===== config.mk =====
export PLATFORM = sky130hd
export DESIGN_NAME = cpu_seq_ctl
export DESIGN_NICKNAME = d
export VERILOG_FILES = /design/src/hdl/cpu_seq_pkg.sv /design/src/hdl/cpu_seq_ctl.sv /design/src/hdl/pin_sync.sv
export SDC_FILE = /design/constraint.sdc
export NUM_CORES = 1
export LEC_CHECK = 0
export ABC_AREA = 1
export BUFFER_PORTS_ARGS = -buffer_cell sky130_fd_sc_hd__buf_4
export CORE_MARGIN = 2
export CORE_UTILIZATION = 40
export CTS_BUF_LIST = sky130_fd_sc_hd__clkbuf_8
export CTS_CLUSTER_DIAMETER = 60
export CTS_CLUSTER_SIZE = 12
export DETAILED_ROUTE_END_ITERATION = 6
export PLACE_DENSITY = 0.7
export SETUP_SLACK_MARGIN = 0.2
export SLEW_MARGIN = 25
export SYNTH_ARGS = -nofsm -noshare
export SYNTH_HDL_FRONTEND = slang
export SYNTH_HIERARCHICAL = 1
export SYNTH_SLANG_ARGS = --single-unit
export TNS_END_PERCENT = 30

===== constraint.sdc =====
create_clock -name core_clk -period 4.6 [get_ports core_clk]
set_input_delay 0.92 -clock core_clk [delete_from_list [all_inputs] [get_ports core_clk]]
set_output_delay 0.92 -clock core_clk [all_outputs]
set_load 0.02 [all_outputs]

===== src/hdl/cpu_seq_pkg.sv =====
package cpu_seq_pkg;

   // ----------------------------------------------------------------
   // Machine states, one-hot
   // ----------------------------------------------------------------
   typedef enum logic [7:0] {
      S_T1   = 8'h01,
      S_T2   = 8'h02,
      S_TW   = 8'h04,
      S_T3   = 8'h08,
      S_T4   = 8'h10,
      S_T5   = 8'h20,
      S_HALT = 8'h40,
      S_HOLD = 8'h80
   } cpu_state_t;

   // ----------------------------------------------------------------
   // Status byte bit positions and widths
   // ----------------------------------------------------------------
   localparam int ST_IRQ_ACK = 0;
   localparam int ST_READ = 1;
   localparam int ST_HALT_ACK = 3;
   localparam int ST_FIRST_FETCH = 5;
   localparam int ST_MEM_READ = 7;
   localparam int ADDR_W = 16;
   localparam int DATA_W = 8;
   localparam logic [15:0] PC_RESET = 16'h0000;

   // Restart opcode pattern 11nnn111 and its vector field.
   localparam logic [7:0] RST_MASK = 8'hc7;
   localparam logic [7:0] RST_MATCH = 8'hc7;
   localparam int RST_FIELD_LSB = 3;

   // Machine cycle lengths in states.
   localparam logic [2:0] CYC_LEN_MIN = 3'h3;
   localparam logic [2:0] CYC_LEN_MID = 3'h4;
   localparam logic [2:0] CYC_LEN_MAX = 3'h5;

   // Core clock period and synchroniser depth.
   localparam int CLK_PERIOD_NS = 40;
   localparam int SYNC_STAGES = 2;

endpackage : cpu_seq_pkg


===== src/hdl/cpu_seq_ctl.sv =====
`timescale 1ns/1ps
module cpu_seq_ctl
   import cpu_seq_pkg::*;
(
   input wire logic core_clk,
   input wire logic nrst,
   input wire logic int_req,
   input wire logic hold_req,
   input wire logic ready,
   input wire logic cpu_reset,
   input wire logic [2:0] cyc_len,
   input wire logic cyc_read,
   input wire logic cyc_fetch,
   input wire logic cyc_pc_src,
   input wire logic cyc_last,
   input wire logic [7:0] cyc_status_misc,
   input wire logic [15:0] cyc_addr,
   input wire logic [7:0] cyc_wdata,
   input wire logic halt_instruction,
   input wire logic ie_set,
   input wire logic ie_clr,
   input wire logic pc_load,
   input wire logic [15:0] pc_load_value,
   input wire logic [7:0] data_in,
   output logic [7:0] state_out,
   output logic sync_out,
   output logic first_fetch_status,
   output logic irq_ack_status,
   output logic irq_enable_flag,
   output logic data_in_strobe,
   output logic bus_grant_ack,
   output logic [15:0] addr_out,
   output logic addr_oe,
   output logic [7:0] data_out,
   output logic data_oe,
   output logic [15:0] pc_out,
   output logic [7:0] instr_out,
   output logic push_req,
   output logic [15:0] push_data
);

   // ----------------------------------------------------------------
   // Reset release and pin synchronisers
   // ----------------------------------------------------------------
   logic rst_meta_reg;
   logic rst_n;
   logic int_s, hold_s, ready_s, reset_s;

   // Reset asserts at once and releases after two edges.
   always_ff @(posedge core_clk or negedge nrst) begin
      if (!nrst) begin
         rst_meta_reg <= 1'b0;
         rst_n <= 1'b0;
      end else begin
         rst_meta_reg <= 1'b1;
         rst_n <= rst_meta_reg;
      end
   end

   pin_sync #(.WIDTH(4)) u_sync (
      .core_clk(core_clk),
      .rst_n(rst_n),
      .pin_in({int_req, hold_req, ready, cpu_reset}),
      .pin_out({int_s, hold_s, ready_s, reset_s})
   );

   // ----------------------------------------------------------------
   // State sequencing
   // ----------------------------------------------------------------
   cpu_state_t state_reg, state_next;
   logic hold_latch_reg, int_latch_reg, int_cycle_reg, halt_pend_reg, halt_ret_reg;
   logic [15:0] pc_reg, rst_target;
   logic last_state, int_set, int_take, cyc_end, is_rst, hold_set, rst_hit;
   cpu_state_t end_state;

   // Final state of the current machine cycle and of the instruction.
   assign cyc_end = (state_reg == S_T3 && cyc_len == CYC_LEN_MIN) ||
                    (state_reg == S_T4 && cyc_len == CYC_LEN_MID) || (state_reg == S_T5);
   assign last_state = cyc_end && cyc_last;
   assign end_state = hold_latch_reg ? S_HOLD : S_T1;
   // Enabled request caught in the last state, or in halt.
   assign int_set = int_s && irq_enable_flag && !int_latch_reg &&
                    (last_state || state_reg == S_HALT);
   assign int_take = (int_latch_reg || int_set) && state_next == S_T1;
   assign is_rst = (data_in & RST_MASK) == RST_MATCH;
   assign hold_set = (state_reg == S_T2 || state_reg == S_TW) && ready_s && hold_s;
   assign rst_hit = state_reg == S_T3 && (cyc_fetch || int_cycle_reg) && is_rst;
   assign rst_target = {10'h000, data_in[RST_FIELD_LSB +: 3], 3'h0};

   // Next state of the machine-cycle sequencer.
   always_comb begin
      state_next = state_reg;
      unique case (state_reg)
         S_T1: state_next = S_T2;
         S_T2, S_TW: begin
            if (!ready_s) begin
               state_next = S_TW;
            end else if (halt_pend_reg) begin
               state_next = S_HALT;
            end else begin
               state_next = S_T3;
            end
         end
         S_T3: state_next = (cyc_len > CYC_LEN_MIN) ? S_T4 : end_state;
         S_T4: state_next = (cyc_len > CYC_LEN_MID) ? S_T5 : end_state;
         S_T5: state_next = end_state;
         S_HALT: begin
            if (hold_s) begin
               state_next = S_HOLD;
            end else if (int_s && irq_enable_flag) begin
               state_next = S_T1;
            end
         end
         S_HOLD: begin
            if (!hold_s) begin
               state_next = halt_ret_reg ? S_HALT : S_T1;
            end
         end
         default: state_next = S_T1;
      endcase
      if (reset_s) begin
         state_next = S_T1;
      end
   end

   // State register.
   always_ff @(posedge core_clk or negedge rst_n) begin
      if (!rst_n) begin
         state_reg <= S_T1;
      end else begin
         state_reg <= state_next;
      end
   end

   // ----------------------------------------------------------------
   // Hold, halt and interrupt latches
   // ----------------------------------------------------------------
   // Hold latch sets in T2 or wait when ready and hold coincide.
   always_ff @(posedge core_clk or negedge rst_n) begin
      if (!rst_n) begin
         hold_latch_reg <= 1'b0;
         halt_ret_reg <= 1'b0;
      end else if (reset_s) begin
         hold_latch_reg <= 1'b0;
         halt_ret_reg <= 1'b0;
      end else if (hold_set) begin
         hold_latch_reg <= 1'b1;
      end else if (state_reg == S_HALT && hold_s) begin
         hold_latch_reg <= 1'b1;
         halt_ret_reg <= 1'b1;
      end else if (state_reg == S_HOLD && !hold_s) begin
         hold_latch_reg <= 1'b0;
         halt_ret_reg <= 1'b0;
      end
   end

   // Halt is pending from its execution until the halt wait state.
   always_ff @(posedge core_clk or negedge rst_n) begin
      if (!rst_n) begin
         halt_pend_reg <= 1'b0;
      end else if (reset_s || state_reg == S_HALT) begin
         halt_pend_reg <= 1'b0;
      end else if (halt_instruction) begin
         halt_pend_reg <= 1'b1;
      end
   end

   // Interrupt latch, interrupt cycle marker and enable flag.
   always_ff @(posedge core_clk or negedge rst_n) begin
      if (!rst_n) begin
         int_latch_reg <= 1'b0;
         int_cycle_reg <= 1'b0;
         irq_enable_flag <= 1'b0;
      end else if (reset_s) begin
         int_latch_reg <= 1'b0;
         int_cycle_reg <= 1'b0;
         irq_enable_flag <= 1'b0;
      end else begin
         if (int_take) begin
            int_latch_reg <= 1'b0;
         end else if (int_set) begin
            int_latch_reg <= 1'b1;
         end
         if (state_next == S_T1) begin
            int_cycle_reg <= int_take;
         end
         if (int_set) begin
            irq_enable_flag <= 1'b0;
         end else if (ie_set) begin
            irq_enable_flag <= 1'b1;
         end else if (ie_clr) begin
            irq_enable_flag <= 1'b0;
         end
      end
   end

   // ----------------------------------------------------------------
   // Program counter and restart
   // ----------------------------------------------------------------
   // Counter steps in T2 except in the interrupt cycle; restart loads a vector.
   always_ff @(posedge core_clk or negedge rst_n) begin
      if (!rst_n) begin
         pc_reg <= PC_RESET;
         push_req <= 1'b0;
         push_data <= PC_RESET;
         instr_out <= 8'h00;
      end else if (reset_s) begin
         pc_reg <= PC_RESET;
         push_req <= 1'b0;
      end else begin
         push_req <= 1'b0;
         if (state_reg == S_T3 && (cyc_fetch || int_cycle_reg)) begin
            instr_out <= data_in;
            if (is_rst) begin
               push_req <= 1'b1;
               push_data <= pc_reg;
               pc_reg <= rst_target;
            end
         end else if (state_reg == S_T2 && cyc_pc_src && !int_cycle_reg) begin
            pc_reg <= pc_reg + 16'h0001;
         end else if (pc_load) begin
            pc_reg <= pc_load_value;
         end
      end
   end
   assign pc_out = pc_reg;

   // ----------------------------------------------------------------
   // Bus outputs
   // ----------------------------------------------------------------
   logic grant_next, in_t1_next;
   logic [7:0] status_next;

   assign in_t1_next = state_next == S_T1;
   // Grant at T3 for reads, else after T3; drop when hold leaves.
   always_comb begin
      grant_next = bus_grant_ack;
      if (reset_s || (state_reg == S_HOLD && !hold_s)) begin
         grant_next = 1'b0;
      end else if ((hold_latch_reg || hold_set) && state_next == S_T3 && cyc_read) begin
         grant_next = 1'b1;
      end else if (hold_latch_reg && state_reg == S_T3 && !cyc_read) begin
         grant_next = 1'b1;
      end else if (state_next == S_HOLD) begin
         grant_next = 1'b1;
      end
   end

   // Status byte for the next cycle, with interrupt bits on top.
   always_comb begin
      status_next = cyc_status_misc;
      status_next[ST_READ] = cyc_read || int_take;
      status_next[ST_MEM_READ] = cyc_fetch && !int_take;
      status_next[ST_HALT_ACK] = halt_pend_reg;
      status_next[ST_FIRST_FETCH] = cyc_fetch || int_take;
      status_next[ST_IRQ_ACK] = int_take;
   end

   // Registered pins: state, status, strobe, grant, address and data.
   always_ff @(posedge core_clk or negedge rst_n) begin
      if (!rst_n) begin
         state_out <= 8'h01;
         sync_out <= 1'b0;
         first_fetch_status <= 1'b0;
         irq_ack_status <= 1'b0;
         data_in_strobe <= 1'b0;
         bus_grant_ack <= 1'b0;
         addr_out <= 16'h0000;
         addr_oe <= 1'b0;
         data_out <= 8'h00;
         data_oe <= 1'b0;
      end else begin
         state_out <= state_next;
         sync_out <= in_t1_next;
         if (in_t1_next) begin
            first_fetch_status <= status_next[ST_FIRST_FETCH];
            irq_ack_status <= status_next[ST_IRQ_ACK];
         end
         data_in_strobe <= (state_next == S_T2 || state_next == S_TW) &&
                           (cyc_read || int_cycle_reg);
         bus_grant_ack <= grant_next;
         addr_oe <= !(bus_grant_ack && grant_next);
         if (in_t1_next) begin
            addr_out <= (cyc_pc_src || int_take) ? (rst_hit ? rst_target : pc_reg) :
                        cyc_addr;
            data_out <= status_next;
         end else if (state_next == S_T3 && !cyc_read && !int_cycle_reg) begin
            data_out <= cyc_wdata;
         end
         data_oe <= !(bus_grant_ack && grant_next) && (in_t1_next ||
                    (!cyc_read && !int_cycle_reg && state_next == S_T3));
      end
   end
endmodule : cpu_seq_ctl


===== src/hdl/pin_sync.sv =====
`timescale 1ns/1ps
module pin_sync
   import cpu_seq_pkg::*;
#(
   parameter int WIDTH = 4
) (
   input wire logic core_clk,
   input wire logic rst_n,
   input wire logic [WIDTH-1:0] pin_in,
   output logic [WIDTH-1:0] pin_out
);

   logic [WIDTH-1:0] meta_reg;

   initial begin
      if (WIDTH < 1) begin
         $error("pin_sync needs at least one bit");
      end
   end

   // Two flip-flops per pin; the first stage feeds only the second.
   always_ff @(posedge core_clk or negedge rst_n) begin
      if (!rst_n) begin
         meta_reg <= '0;
         pin_out <= '0;
      end else begin
         meta_reg <= pin_in;
         pin_out <= meta_reg;
      end
   end

endmodule : pin_sync


* After elaboration in Yosys (flattened, before gate mapping) *
Cells that the tools add are included.

cells by class
  add/subtract/negate cells = 1
  $lt $le $gt $ge = 2
  equal/unequal tests = 18
  mux-type cells = 44
  bitwise logic cells = 1
  reduce and logical (&&, ||, !) cells = 61

operators with widths
  kind                   number
  $mux 16                7
  $mux 8                 9
  $pmux 8 s7             1
  $logic_and 1x1->1      27
  $mux 1                 24
  $mux 7                 3
  $add 16x1->16 const B  1
  $eq 8x1->1 const B     2
  $eq 8x2->1 const B     2
  $eq 8x3->1 const B     2
  $eq 8x4->1 const B     2
  $eq 8x8->1 const B     2
  $logic_or 1x1->1       15
  $reduce_bool 4->1      3
  $eq 8x5->1 const B     1
  $eq 8x6->1 const B     1
  $eq 8x7->1 const B     1
  $logic_not 1->1        6
  $reduce_and 2->1       3
  $reduce_bool 2->1      3
  $reduce_bool 3->1      2
  $eq 5x5->1 const B     1
  $eq 3x2->1 const B     1
  $eq 3x3->1 const B     1
  7 further kinds        7

storage, ports and cells
  bits in registers = 96
  input bits = 73
  word-level logic and storage cells = 151

* Depth between registers and ports, before layout *
Gate-level depths: netlist of the first run.

  depth in word-level cells = 13
  depth in mapped cells = 16
  gate-level depth less buffers = 15

* Cells and area by module *
Netlist of the first run, hierarchy kept.

by module, submodules not included
  module       instances  cells an instance  area each (um^2)  seq. area each (um^2)
  cpu_seq_ctl  1          608                4,702.0           2,203.4
  pin_sync     1          8                  200.2             200.2

* Worst setup path before layout of the first run *
Ideal clock, no wire load.

  path type = input port to flip-flop
  start point = input port cyc_len[1]
  end point = register data_out[5]
  library setup time = 0.117 ns
  data arrival time = 1.995 ns
  required time = 4.483 ns
  setup slack = 2.488 ns
  cell stages on the path = 10
  cells stage by stage = inv_1 nand2_1 nand2_1 o211ai_2 nand2_2 nor2_8 nand2_4 buf_6 o21ai_1 inv_1

on the way
  word-level cells in the longest chain between the ends = 11
  elaborated cells between the ends (all ways) = 24
  those cells by class = 2 x order compare; 4 x eq/ne; 5 x mux; 13 x reduce/logical

RTL lines
  what                                                                 RTL line            source
  from (decl)                                                          cpu_seq_ctl.sv:11   input wire logic [2:0] cyc_len,
  parallel branches: the longest is 11 deep, another holds $gt 3x3->1  --
  to (signal assigned)                                                 cpu_seq_ctl.sv:286  data_out <= status_next;
  to (signal assigned)                                                 cpu_seq_ctl.sv:288  data_out <= cyc_wdata;
  to (decl)                                                            cpu_seq_ctl.sv:34   output logic [7:0] data_out,

Parallel ways; which one is timed is not known.
A chain may end at the register's enable or synchronous reset.

* Worst setup path in the final report of the first run *
  start point = register u_sync.pin_out[0]
  end point = register addr_out[14]

on the way
  word-level cells in the longest chain between the ends = 5

RTL lines
  what                    RTL line                               source
  from (decl)             pin_sync.sv:10                         output logic [WIDTH-1:0] pin_out
  from (signal assigned)  pin_sync.sv:28                         pin_out <= meta_reg;
  $mux 8 (*)              cpu_seq_ctl.sv:121                     if (reset_s) begin
  $eq 8x1->1 (*)          cpu_seq_ctl.sv:84, cpu_seq_ctl.sv:234
  $logic_and 1x1->1       cpu_seq_ctl.sv:84                      assign int_take = (int_latch_reg || int_set) && state_next == S_T1;
  $logic_or 1x1->1        cpu_seq_ctl.sv:284                     addr_out <= (cyc_pc_src || int_take) ? (rst_hit ? rst_target : pc_reg) :
  $mux 16                 cpu_seq_ctl.sv:284
  to (signal assigned)    cpu_seq_ctl.sv:284
  to (decl)               cpu_seq_ctl.sv:32                      output logic [15:0] addr_out,

Mark *: on every way between the ends. The rest lies on a longest branch, timed or not.

==> results of run 1 <==
synthesized netlist by cell type, types with 2 or more instances:
| cell | n | area [um2] |
|---|---|---|
| buf_4 | 2 | 15.0 |
| inv_2 | 10 | 37.5 |
| nand4_1 | 7 | 43.8 |
| buf_1 | 2 | 7.51 |
| clkbuf_1 | 2 | 7.51 |
| a31oi_1 | 8 | 50.1 |
| o211ai_1 | 4 | 30.0 |
| clkinv_1 | 2 | 7.51 |
| buf_2 | 10 | 50.1 |
| nor4_1 | 8 | 50.1 |
| o2111ai_1 | 2 | 17.5 |
| nor3_1 | 5 | 25.0 |
| or2_2 | 2 | 12.5 |
| o21ai_1 | 18 | 90.1 |
| nand2_1 | 164 | 616 |
| nor2_2 | 10 | 62.6 |
| nand2_2 | 15 | 93.8 |
| dfrtp_1 | 95 | 2380 |
| nor2_1 | 41 | 154 |
| o21ai_0 | 32 | 160 |
| buf_6 | 2 | 22.5 |
| a2bb2oi_1 | 2 | 17.5 |
| nor2_4 | 3 | 33.8 |
| nand2_4 | 6 | 67.6 |
| nand3_1 | 62 | 310 |
| xor2_1 | 3 | 26.3 |
| inv_1 | 67 | 251 |
| a21oi_1 | 17 | 85.1 |
logic make-up after synthesis:
family | count (synthesis) | share of synthesized area
fa+ha+maj | 1 | 0.00255
xor+xnor | 4 | 0.00715
simple gates | 325 | 0.307
flops | 96 | 0.490
compound gates | 91 | 0.106
buf+inv | 98 | 0.0855
other cells | 1 | 0.000765
power groups by stage:
stage	Clock, mW	Sequential, mW	Combinational [mW]
finish	0.565	0.995	0.517
global route	0.616	1.00	0.568
CTS	0.579	0.995	0.521
detailed placement	0	1.01	0.520
global placement	0	1.01	0.514
floorplan	0	1.09	0.206
how the worst max path moves through the flow:
stage / slack [ns] / cells past startpoint / endpoint
after global routing: 1.87 / 9 / addr_out[14]$_DFFE_PN0P_
after detailed placement: 1.81 / 11 / addr_out[14]$_DFFE_PN0P_
final: 2.08 / 9 / addr_out[14]$_DFFE_PN0P_
after CTS: 2.05 / 9 / addr_out[14]$_DFFE_PN0P_
after floorplan: 1.73 / 0 / addr_oe$_DFF_PN0_
after global placement: 1.85 / 11 / addr_out[14]$_DFFE_PN0P_
metal layers:
layer,wire length [um],GRT usage,part of all wire
met1,6120,0.286,0.44
met2,6760,0.373,0.49
met3,913,0.0656,0.066
met4,93,0.0378,0.0067
met5,0,0,0
placed cells by master (no fill, tap or decap), drive strengths merged:
cell and count:
ha 1, a211oi 1, conb 1, o211ai 5, inv 79, or2 2, o32ai 1, nor2 55
o22ai 1, a41o 1, a21oi 18, o21ai 51, xor2 3, dfstp 1, a2bb2oi 2, buf 150
clkinvlp 1, nand3 63, nor3 5, a221oi 1, o2111ai 2, bufinv 1, xnor2 1, nand2 185
clkbuf 9, nand4 7, clkinv 5, a31oi 8, nor4 8, dfrtp 95
cell type report:
class                   count  share of cell area
well taps                 147              0.0292
clock inverters             7              0.0115
flip-flops and latches     96               0.383
multi-input cells         422               0.331
repair buffers            150               0.179
inverters                  79              0.0471
clock buffers               9              0.0197
critical path: cells and delay by family, from the launching register on:
family / cells / cell delay [ns]
AND/OR/NAND/NOR: 7 / 1.41
flip-flops: 1 / 0.59
AO/OA/AOI/OAI: 1 / 0.13
buffers and inverters: 1 / 0.31
per-stage QoR:
| stage | total power, mW | hold slack, ns | cell area, um2 | std cells | util |
|---|---|---|---|---|---|
| after floorplan | 1.30 | 0.331 | 4900 | 616 | - |
| after global placement | 1.52 | 0.234 | 6090 | 894 | 0.507 |
| after detailed placement | 1.53 | 0.237 | 6090 | 894 | 0.507 |
| after CTS | 2.09 | 0.236 | 6290 | 910 | 0.524 |
| after global routing | 2.19 | 0.267 | 6290 | 910 | 0.524 |
| final | 2.08 | 0.221 | 6290 | 910 | 0.524 |
==> summary.md, run 1 <==
| Metric | Value |
|---|---|
| R2R setup slack | `2.08 ns` |
| Slew margin rel. | `0.393` |
| Sw power | `0.696 mW` |
| Sequential area share after synthesis | `0.490` |
| Post-route ant nets | `0` |
| Dpl hpwl | `10,300 um` |
| Pre-CTS setup slack | `1.81 ns` |
| Wire length per cell after detailed routing | `15.3 um` |
| CTS Root Cell | `clkbuf_8` |
| Drt initial violations | `278` |
| Clock-pin slew on the worst setup and hold paths | `0.10 ns` |
| Die Span X | `115 um` |
| Post-CTS Hold Buffers | `0` |
| Max-cap violations | `0` |
| Yosys reg bits | `96` |
| Int Pwr | `1.38 mW` |
| Initial antenna violation count | `0` |
| # diodes | `0` |
| Post-Synthesis Cells | `616` |
| Ys async rst share | `1.00` |
| CTS tree | `done` |
| CTS buffer count | `9` |
| Final Hold Viols | `0` |
| Kind of critical path | `register to register` |
| Post-CTS Setup Repair Bufs | `0` |
| Startpoint types | `register` |
| Synthesis Warnings | `6` |
| Drt pass-1 iters | `5` |
| Die footprint | `13,200 um2` |
| Num ports | `154` |
| Sw frac | `0.335` |
| Fillcell total | `1,172` |
| Initial Utilization | `0.408` |
| Crit path arrival time | `2.84 ns` |
| Drt total wl | `13,900 um` |
| Clk_skew | `0.0128 ns` |
| Multi-input gate area | `2080 um2` |
| GR Util All Layers | `0.220` |
| Flop pwr share | `0.479` |
| Worst Hold Class | `register to asynchronous set/reset pin` |
| Final Max Slew Viols | `0` |
| Crit path capture type | `register` |
| Synth Flop Type | `dfrtp_1` |
| Leak Pwr | `3.28 nW` |
| Cell mode on critical path | `nand2_4` |
| Clock latency on the worst-skew pair | `0.37 ns` |
| Number of flops mapped to enable cells by yosys | `0` |
| Final net count | `832` |
| Final Critical Period | `2.52 ns` |
| Tcrit/Tclk final | `0.549` |
| Post-route DRC | `0` |
| Sequential cell area | `2410 um2` |
| Setup Viol. Count Final | `0` |
| Num rows | `40` |
| # resized after CTS | `0` |
| Critical-path cell list | `inv_1 -> o21ai_1 -> nor2_2 -> nand3_4 -> nand2_4 -> nand2_4 -> nand2_2 -> nand3_1 -> nand2_1` |
| Max Clock Freq | `0.396 GHz` |
| H-tree levels | `3` |
| Area grow syn2layout | `28.3%` |
| Critical path startpoint | `u_sync/pin_out[0]$_DFF_PN0_` |
| R2R Path Start | `u_sync/pin_out[0]$_DFF_PN0_` |
| Distinct cells, synth | `43` |
| FF-to-FF path depth | `9` |
| Unrepaired setup endpoints after global routing | `false` |
| Status | `complete, no violations` |
| Vias in the first global route | `4,559` |
| Reg2reg end | `addr_out[14]$_DFFE_PN0P_` |
| Share of layout cells above drive strength 1 | `0.286` |
| Setup_tns | `0 ns` |
| Slowest CP cell | `dfrtp_1` |
| Mapped cell area | `4900 um2` |
| Clock share of power | `0.272` |
| Net Count, Synth | `690` |
| Input/output buffers | `148` |
| Synth Area per Inst | `7.96 um2` |
| Largest net degree at the start of global routing | `72` |
| Worst slew pin tran | `0.910 ns` |
| Worst-path maximum fanout | `27` |
| Logic pwr share | `0.249` |
| Routability Congestion | `0.884` |
| Req. time, crit path | `4.91 ns` |
| Grt total ovfl | `0` |
| Final worst setup slack | `2.08 ns` |
| CP max stage delay | `0.59 ns` |
| Num Clock Sinks | `96` |
| First-pass GRT wire length | `22,700 um` |
| Worst VDD drop | `0.227 mV` |
| Die height | `115 um` |
| Total vias in the final route | `4,591` |
| Via density | `5.05` |
| Pwr Density | `330 nW/um2` |
| Std-Cell Core Area | `12,000 um2` |
| Max Root-Sink Buffers | `2` |
No activity file was read; power rests on OpenSTA's default activity.
==> inputs of run 2 (changes only) <==
PLACE_DENSITY = 0.73   (was 0.7)
clock period = 2.2 ns   (was 4.6 ns; I/O delays follow)
==> summary.md, run 2 (synthesized netlist as in run 1, its figures left out) <==
| Metric | Value |
|---|---|
| Num rows | `40` |
| Max Root-Sink Buffers | `2` |
| CTS Root Cell | `clkbuf_8` |
| Die Span X | `115 um` |
| GR Util All Layers | `0.218` |
| Logic pwr share | `0.261` |
| Final Hold Viols | `0` |
| Die footprint | `13,200 um2` |
| Setup_tns | `0 ns` |
| Final net count | `858` |
| Crit path arrival time | `2.25 ns` |
| Final Max Slew Viols | `0` |
| R2R setup slack | `0.22 ns` |
| Slowest CP cell | `dfstp_2` |
| Share of layout cells above drive strength 1 | `0.318` |
| Top delay family on crit path | `simple AND/OR/NAND/NOR gates` |
| Std-Cell Core Area | `12,000 um2` |
| CP max stage delay | `0.57 ns` |
| Initial Utilization | `0.408` |
| Drt pass-1 iters | `5` |
| FF-to-FF path depth | `11` |
| Max-cap violations | `0` |
| Flop pwr share | `0.465` |
| Worst Hold Class | `primary input to register` |
| Tcrit/Tclk final | `0.901` |
| Final Critical Period | `1.98 ns` |
| Hold Path Cell Cnt | `1` |
| First-pass GRT wire length | `22,500 um` |
| R2R Path Start | `state_out[0]$_DFF_PN1_` |
| Critical-path cell list | `nor2_2 -> nand2_4 -> nor2_4 -> nand2_1 -> o21ai_1 -> nor2_2 -> nand3_4 -> buf_8 -> or2_2 -> nand2_1 -> a21oi_1` |
| Worst VDD drop | `0.431 mV` |
| H-tree levels | `3` |
| Hold path start | `int_req` |
| Startpoint types | `register` |
| Pwr Density | `675 nW/um2` |
| Sw power | `1.49 mW` |
| Clk_skew | `0.0113 ns` |
| Total vias in the final route | `4,724` |
| Sw frac | `0.333` |
| Area grow syn2layout | `35.2%` |
| Endpoint, Worst Hold | `u_sync/meta_reg[3]$_DFF_PN0_` |
| Clock latency on the worst-skew pair | `0.38 ns` |
| Clock-pin slew on the worst setup and hold paths | `0.09 ns` |
| Unrepaired setup endpoints after global routing | `true` |
| Drt total wl | `13,900 um` |
| Largest net degree at the start of global routing | `44` |
| Dpl hpwl | `10,500 um` |
| CP bufs+invs | `1` |
| # diodes | `0` |
| Routability Congestion | `0.887` |
| Pre-CTS setup slack | `0.134 ns` |
| Status | `complete, no violations` |
| Crit path capture type | `register` |
| Worst slew pin tran | `0.580 ns` |
| Int Pwr | `2.99 mW` |
| Kind of critical path | `register to register` |
| Most frequent cells in the layout | `buf_4, nand2_1, dfrtp_1` |
| Reg2reg end | `data_out[1]$_DFFE_PN0P_` |
| Worst-path maximum fanout | `7` |
| Via density | `5.05` |
| Clock share of power | `0.274` |
| Initial antenna violation count | `0` |
| Num ports | `154` |
| Leak Pwr | `3.43 nW` |
| Vias in the first global route | `4,568` |
| Req. time, crit path | `2.47 ns` |
| Fillcell total | `1,135` |
| Grt total ovfl | `0` |
| Wire length per cell after detailed routing | `14.9 um` |
| Post-route DRC | `0` |
| Commonest non-fill, non-tap cell in the layout | `buf_4` |
| CTS buffer count | `9` |
| Setup Viol. Count Final | `0` |
| Max Clock Freq | `0.504 GHz` |
| Drt initial violations | `271` |
| Final worst setup slack | `0.218 ns` |
| Slew margin rel. | `0.613` |
| Die height | `115 um` |
| CTS tree | `done` |
| Input/output buffers | `148` |
| Post-route ant nets | `0` |
| Num Clock Sinks | `96` |
[run 2: cell types whose count changed in the layout (fill, tap and decap cells not counted), sizes merged]
cell         before  now
buf             150  175
clkbuf            9   10
clkinvlp          1    2
inv              79   78
dlygate4sd3       0    1
clkinv            5    4
[run 2: worst max path at each step]
stage                                       from                       end  slack [ns]  depth (start not counted)
after floorplan           state_out[0]$_DFF_PN1_   data_out[5]$_DFFE_PN0P_        0.30                         12
after global placement    state_out[0]$_DFF_PN1_  addr_out[11]$_DFFE_PN0P_        0.16                         14
after detailed placement  state_out[6]$_DFF_PN0_   addr_out[2]$_DFFE_PN0P_        0.13                         14
after CTS                 state_out[6]$_DFF_PN0_   data_out[5]$_DFFE_PN0P_        0.15                         10
after global routing      state_out[0]$_DFF_PN1_   data_out[1]$_DFFE_PN0P_        0.11                         11
final                     state_out[0]$_DFF_PN1_   data_out[1]$_DFFE_PN0P_        0.22                         11
[run 2: power by group through the flow]
stage | logic (mW) | registers, mW | clock network (mW)
final | 1.17 | 2.08 | 1.23
after global routing | 1.28 | 2.11 | 1.33
after CTS | 1.14 | 2.08 | 1.25
after detailed placement | 1.12 | 2.12 | 0
after global placement | 1.10 | 2.11 | 0
after floorplan | 0.430 | 2.29 | 0
[run 2: final cells by class]
cell class              instances  area [um2]  area share
inverters                      79         302      0.0455
repair buffers                176        1380       0.209
well taps                     147         184      0.0277
flip-flops and latches         96        2410       0.363
multi-input cells             422        2150       0.324
clock inverters                 6        67.6      0.0102
clock buffers                  10         138      0.0208
[run 2: worst register-to-register path: cells and delay by family (launching register included)]
kind / cells / cell delay [ns]
AO/OA/AOI/OAI: 2 / 0.13
flip-flops: 1 / 0.57
buffers and inverters: 1 / 0.17
AND/OR/NAND/NOR: 8 / 1.02
[run 2: stage by stage]
stage	hold slack [ns]	instances	util	total power [mW]	area [um2]
final	0.160	936	0.552	4.48	6630
after global routing	0.129	936	0.552	4.71	6630
after CTS	0.144	932	0.543	4.47	6520
after detailed placement	0.224	911	0.520	3.23	6250
after global placement	0.223	911	0.520	3.22	6250
after floorplan	0.144	616	-	2.72	4900
[run 2: timing repair]
action                                 4_1_cts  5_1_grt
setup endpoints to repair                   27       53
buffers inserted                             4        4
resized for setup                            5       19
pin swaps                                    2        5
endpoints found under the hold margin        2        0
hold buffers                                 1        0
[run 2: layer usage]
metal	share of wire	global-route usage	vias to the layer above
li1	-	-	2320
met1	0.43	0.284	2213
met2	0.47	0.356	164
met3	0.075	0.0588	27
met4	0.019	0.0731	0
met5	0	0	-
==> inputs of run 3 (changes only) <==
PLACE_DENSITY = 0.7   (was 0.73)
clock period = 2 ns   (was 2.2 ns; I/O delays follow)
==> summary.md, run 3 (synthesized netlist as in run 1, its figures left out) <==
| Metric | Value |
|---|---|
| Status | `complete, no violations` |
| CP max stage delay | `0.61 ns` |
| Final Hold Viols | `0` |
| Input/output buffers | `148` |
| Area grow syn2layout | `50.2%` |
| R2R Path Start | `state_out[0]$_DFF_PN1_` |
| Final core occ | `0.613` |
| Max-cap violations | `0` |
| Post-route DRC | `0` |
| Commonest non-fill, non-tap cell in the layout | `buf_4` |
| Clk_skew | `0.00774 ns` |
| Max Root-Sink Buffers | `2` |
| Final cell count without fillers | `970` |
| Startpoint types | `register` |
| Crit path capture type | `register` |
| Reg2reg end | `data_out[6]$_DFFE_PN0P_` |
| DR top layer | `met4` |
| Most frequent cells in the layout | `buf_4, nand2_1, dfrtp_1` |
| Req. time, crit path | `2.30 ns` |
| Fillcell total | `1,056` |
| Kind of critical path | `register to register` |
| CTS buffer count | `9` |
| FF-to-FF path depth | `12` |
| Slowest CP cell | `dfstp_2` |
| Pwr Density | `688 nW/um2` |
| Clock latency on the worst-skew pair | `0.38 ns` |
| DP Cell Count | `925` |
| Hold WS | `0.126 ns` |
| Via density | `5.09` |
| Drt initial violations | `347` |
| CTS tree | `done` |
| Routed met2 length | `7640 um` |
| Dpl hpwl | `10,900 um` |
| Unrepaired setup endpoints after global routing | `true` |
| Drt total wl | `15,400 um` |
| First-pass GRT wire length | `23,600 um` |
| Worst Hold Class | `primary input to register` |
| Die Span X | `115 um` |
| Initial Utilization | `0.408` |
| Clock-pin slew on the worst setup and hold paths | `0.09 ns` |
| Std-Cell Core Area | `12,000 um2` |
| Wire length per cell after detailed routing | `15.9 um` |
| WL met1 | `6400 um` |
| Crit path arrival time | `2.28 ns` |
| Final Max Slew Viols | `0` |
| Vias in the first global route | `4,798` |
| Cell mode on critical path | `nor2_4` |
| Num Clock Sinks | `96` |
| R2R setup slack | `0.02 ns` |
| Leak Pwr | `3.71 nW` |
| Initial antenna violation count | `0` |
| Grt total ovfl | `0` |
| Hold Path Cell Cnt | `1` |
| Hold path start | `int_req` |
| # diodes | `0` |
| Final net count | `892` |
| Worst-path maximum fanout | `6` |
| Post-route ant nets | `0` |
| Post-DP Area | `6350 um2` |
| Largest net degree at the start of global routing | `47` |
| Final Critical Period | `1.98 ns` |
| Share of layout cells above drive strength 1 | `0.434` |
| Design area | `7360 um2` |
| H-tree levels | `3` |
| Num rows | `40` |
| Overall power | `5.06 mW` |
| Setup Viol. Count Final | `0` |
| Die height | `115 um` |
| Die footprint | `13,200 um2` |
| Routability Congestion | `0.946` |
| Worst VDD drop | `0.366 mV` |
| Max Clock Freq | `0.505 GHz` |
| GR Util All Layers | `0.230` |
| DR WL met3 | `1090 um` |
| CTS Root Cell | `clkbuf_8` |
| Total vias in the final route | `4,936` |
| Num ports | `154` |
| Drt pass-1 iters | `5` |
| Tcrit/Tclk final | `0.990` |
| Critical-path cell list | `nor2_4 -> nand2_4 -> nor2_4 -> inv_2 -> o21ai_2 -> nor2_4 -> buf_6 -> nand2_4 -> nor2_8 -> buf_6 -> nand2_1 -> a31oi_1` |
| Endpoint, Worst Hold | `u_sync/meta_reg[3]$_DFF_PN0_` |
run 3: per-layer routing:
metal	global-route usage	up-vias
li1	-	2399
met1	0.306	2321
met2	0.379	192
met3	0.0450	24
met4	0.0787	0
met5	0	-
run 3: worst max-delay path by stage:
stage,start,to,slack (ns)
3_3_place_gp,state_out[4]$_DFF_PN0_,data_out[5]$_DFFE_PN0P_,0.002
5_1_grt,state_out[3]$_DFF_PN0_,data_out[5]$_DFFE_PN0P_,-0.1
3_5_place_dp,state_out[4]$_DFF_PN0_,data_out[5]$_DFFE_PN0P_,-0.04
6_report,state_out[0]$_DFF_PN1_,data_out[6]$_DFFE_PN0P_,0.02
4_1_cts,state_out[0]$_DFF_PN1_,data_out[5]$_DFFE_PN0P_,0.03
2_1_floorplan,state_out[0]$_DFF_PN1_,data_out[5]$_DFFE_PN0P_,0.10
run 3: critical path, delay by kind of cell, from the launching register on:
kind	cells	cell delay, ns
buffers and inverters	3	0.34
AO/OA/AOI/OAI	2	0.23
AND/OR/NAND/NOR	7	0.72
flip-flops	1	0.61
run 3: what timing repair did:
action,CTS,global route
endpoints found under the hold margin,2,0
hold buffers,1,0
cloned,2,3
pin swaps,21,57
setup endpoints to repair,61,67
buffers inserted,13,10
resized for setup,34,119
run 3: area by class of cell:
| class | instances | area (um2) | share of cell area |
|---|---|---|---|
| Inverter | 79 | 324 | 0.0440 |
| Clock buffer | 9 | 124 | 0.0168 |
| Tap cell | 147 | 184 | 0.0250 |
| Sequential cell | 96 | 2410 | 0.328 |
| Clock inverter | 7 | 72.6 | 0.00986 |
| Timing Repair inverter | 3 | 31.3 | 0.00425 |
| Multi-Input combinational cell | 423 | 2530 | 0.343 |
| Timing Repair Buffer | 206 | 1690 | 0.229 |
run 3: metrics by stage:
step / setup TNS, ns / worst slack [ns]
floorplan: 0 / 0.102
global placement: 0 / 0.00150
detailed placement: -0.0999 / -0.0413
CTS: 0 / 0.0298
global route: -1.35 / -0.0970
finish: 0 / 0.0194
run 3: where the power goes:
group,internal [mW],switching [mW]
logic,0.628,0.839
clock network,0.578,0.730
registers,2.12,0.165
total,3.33,1.73
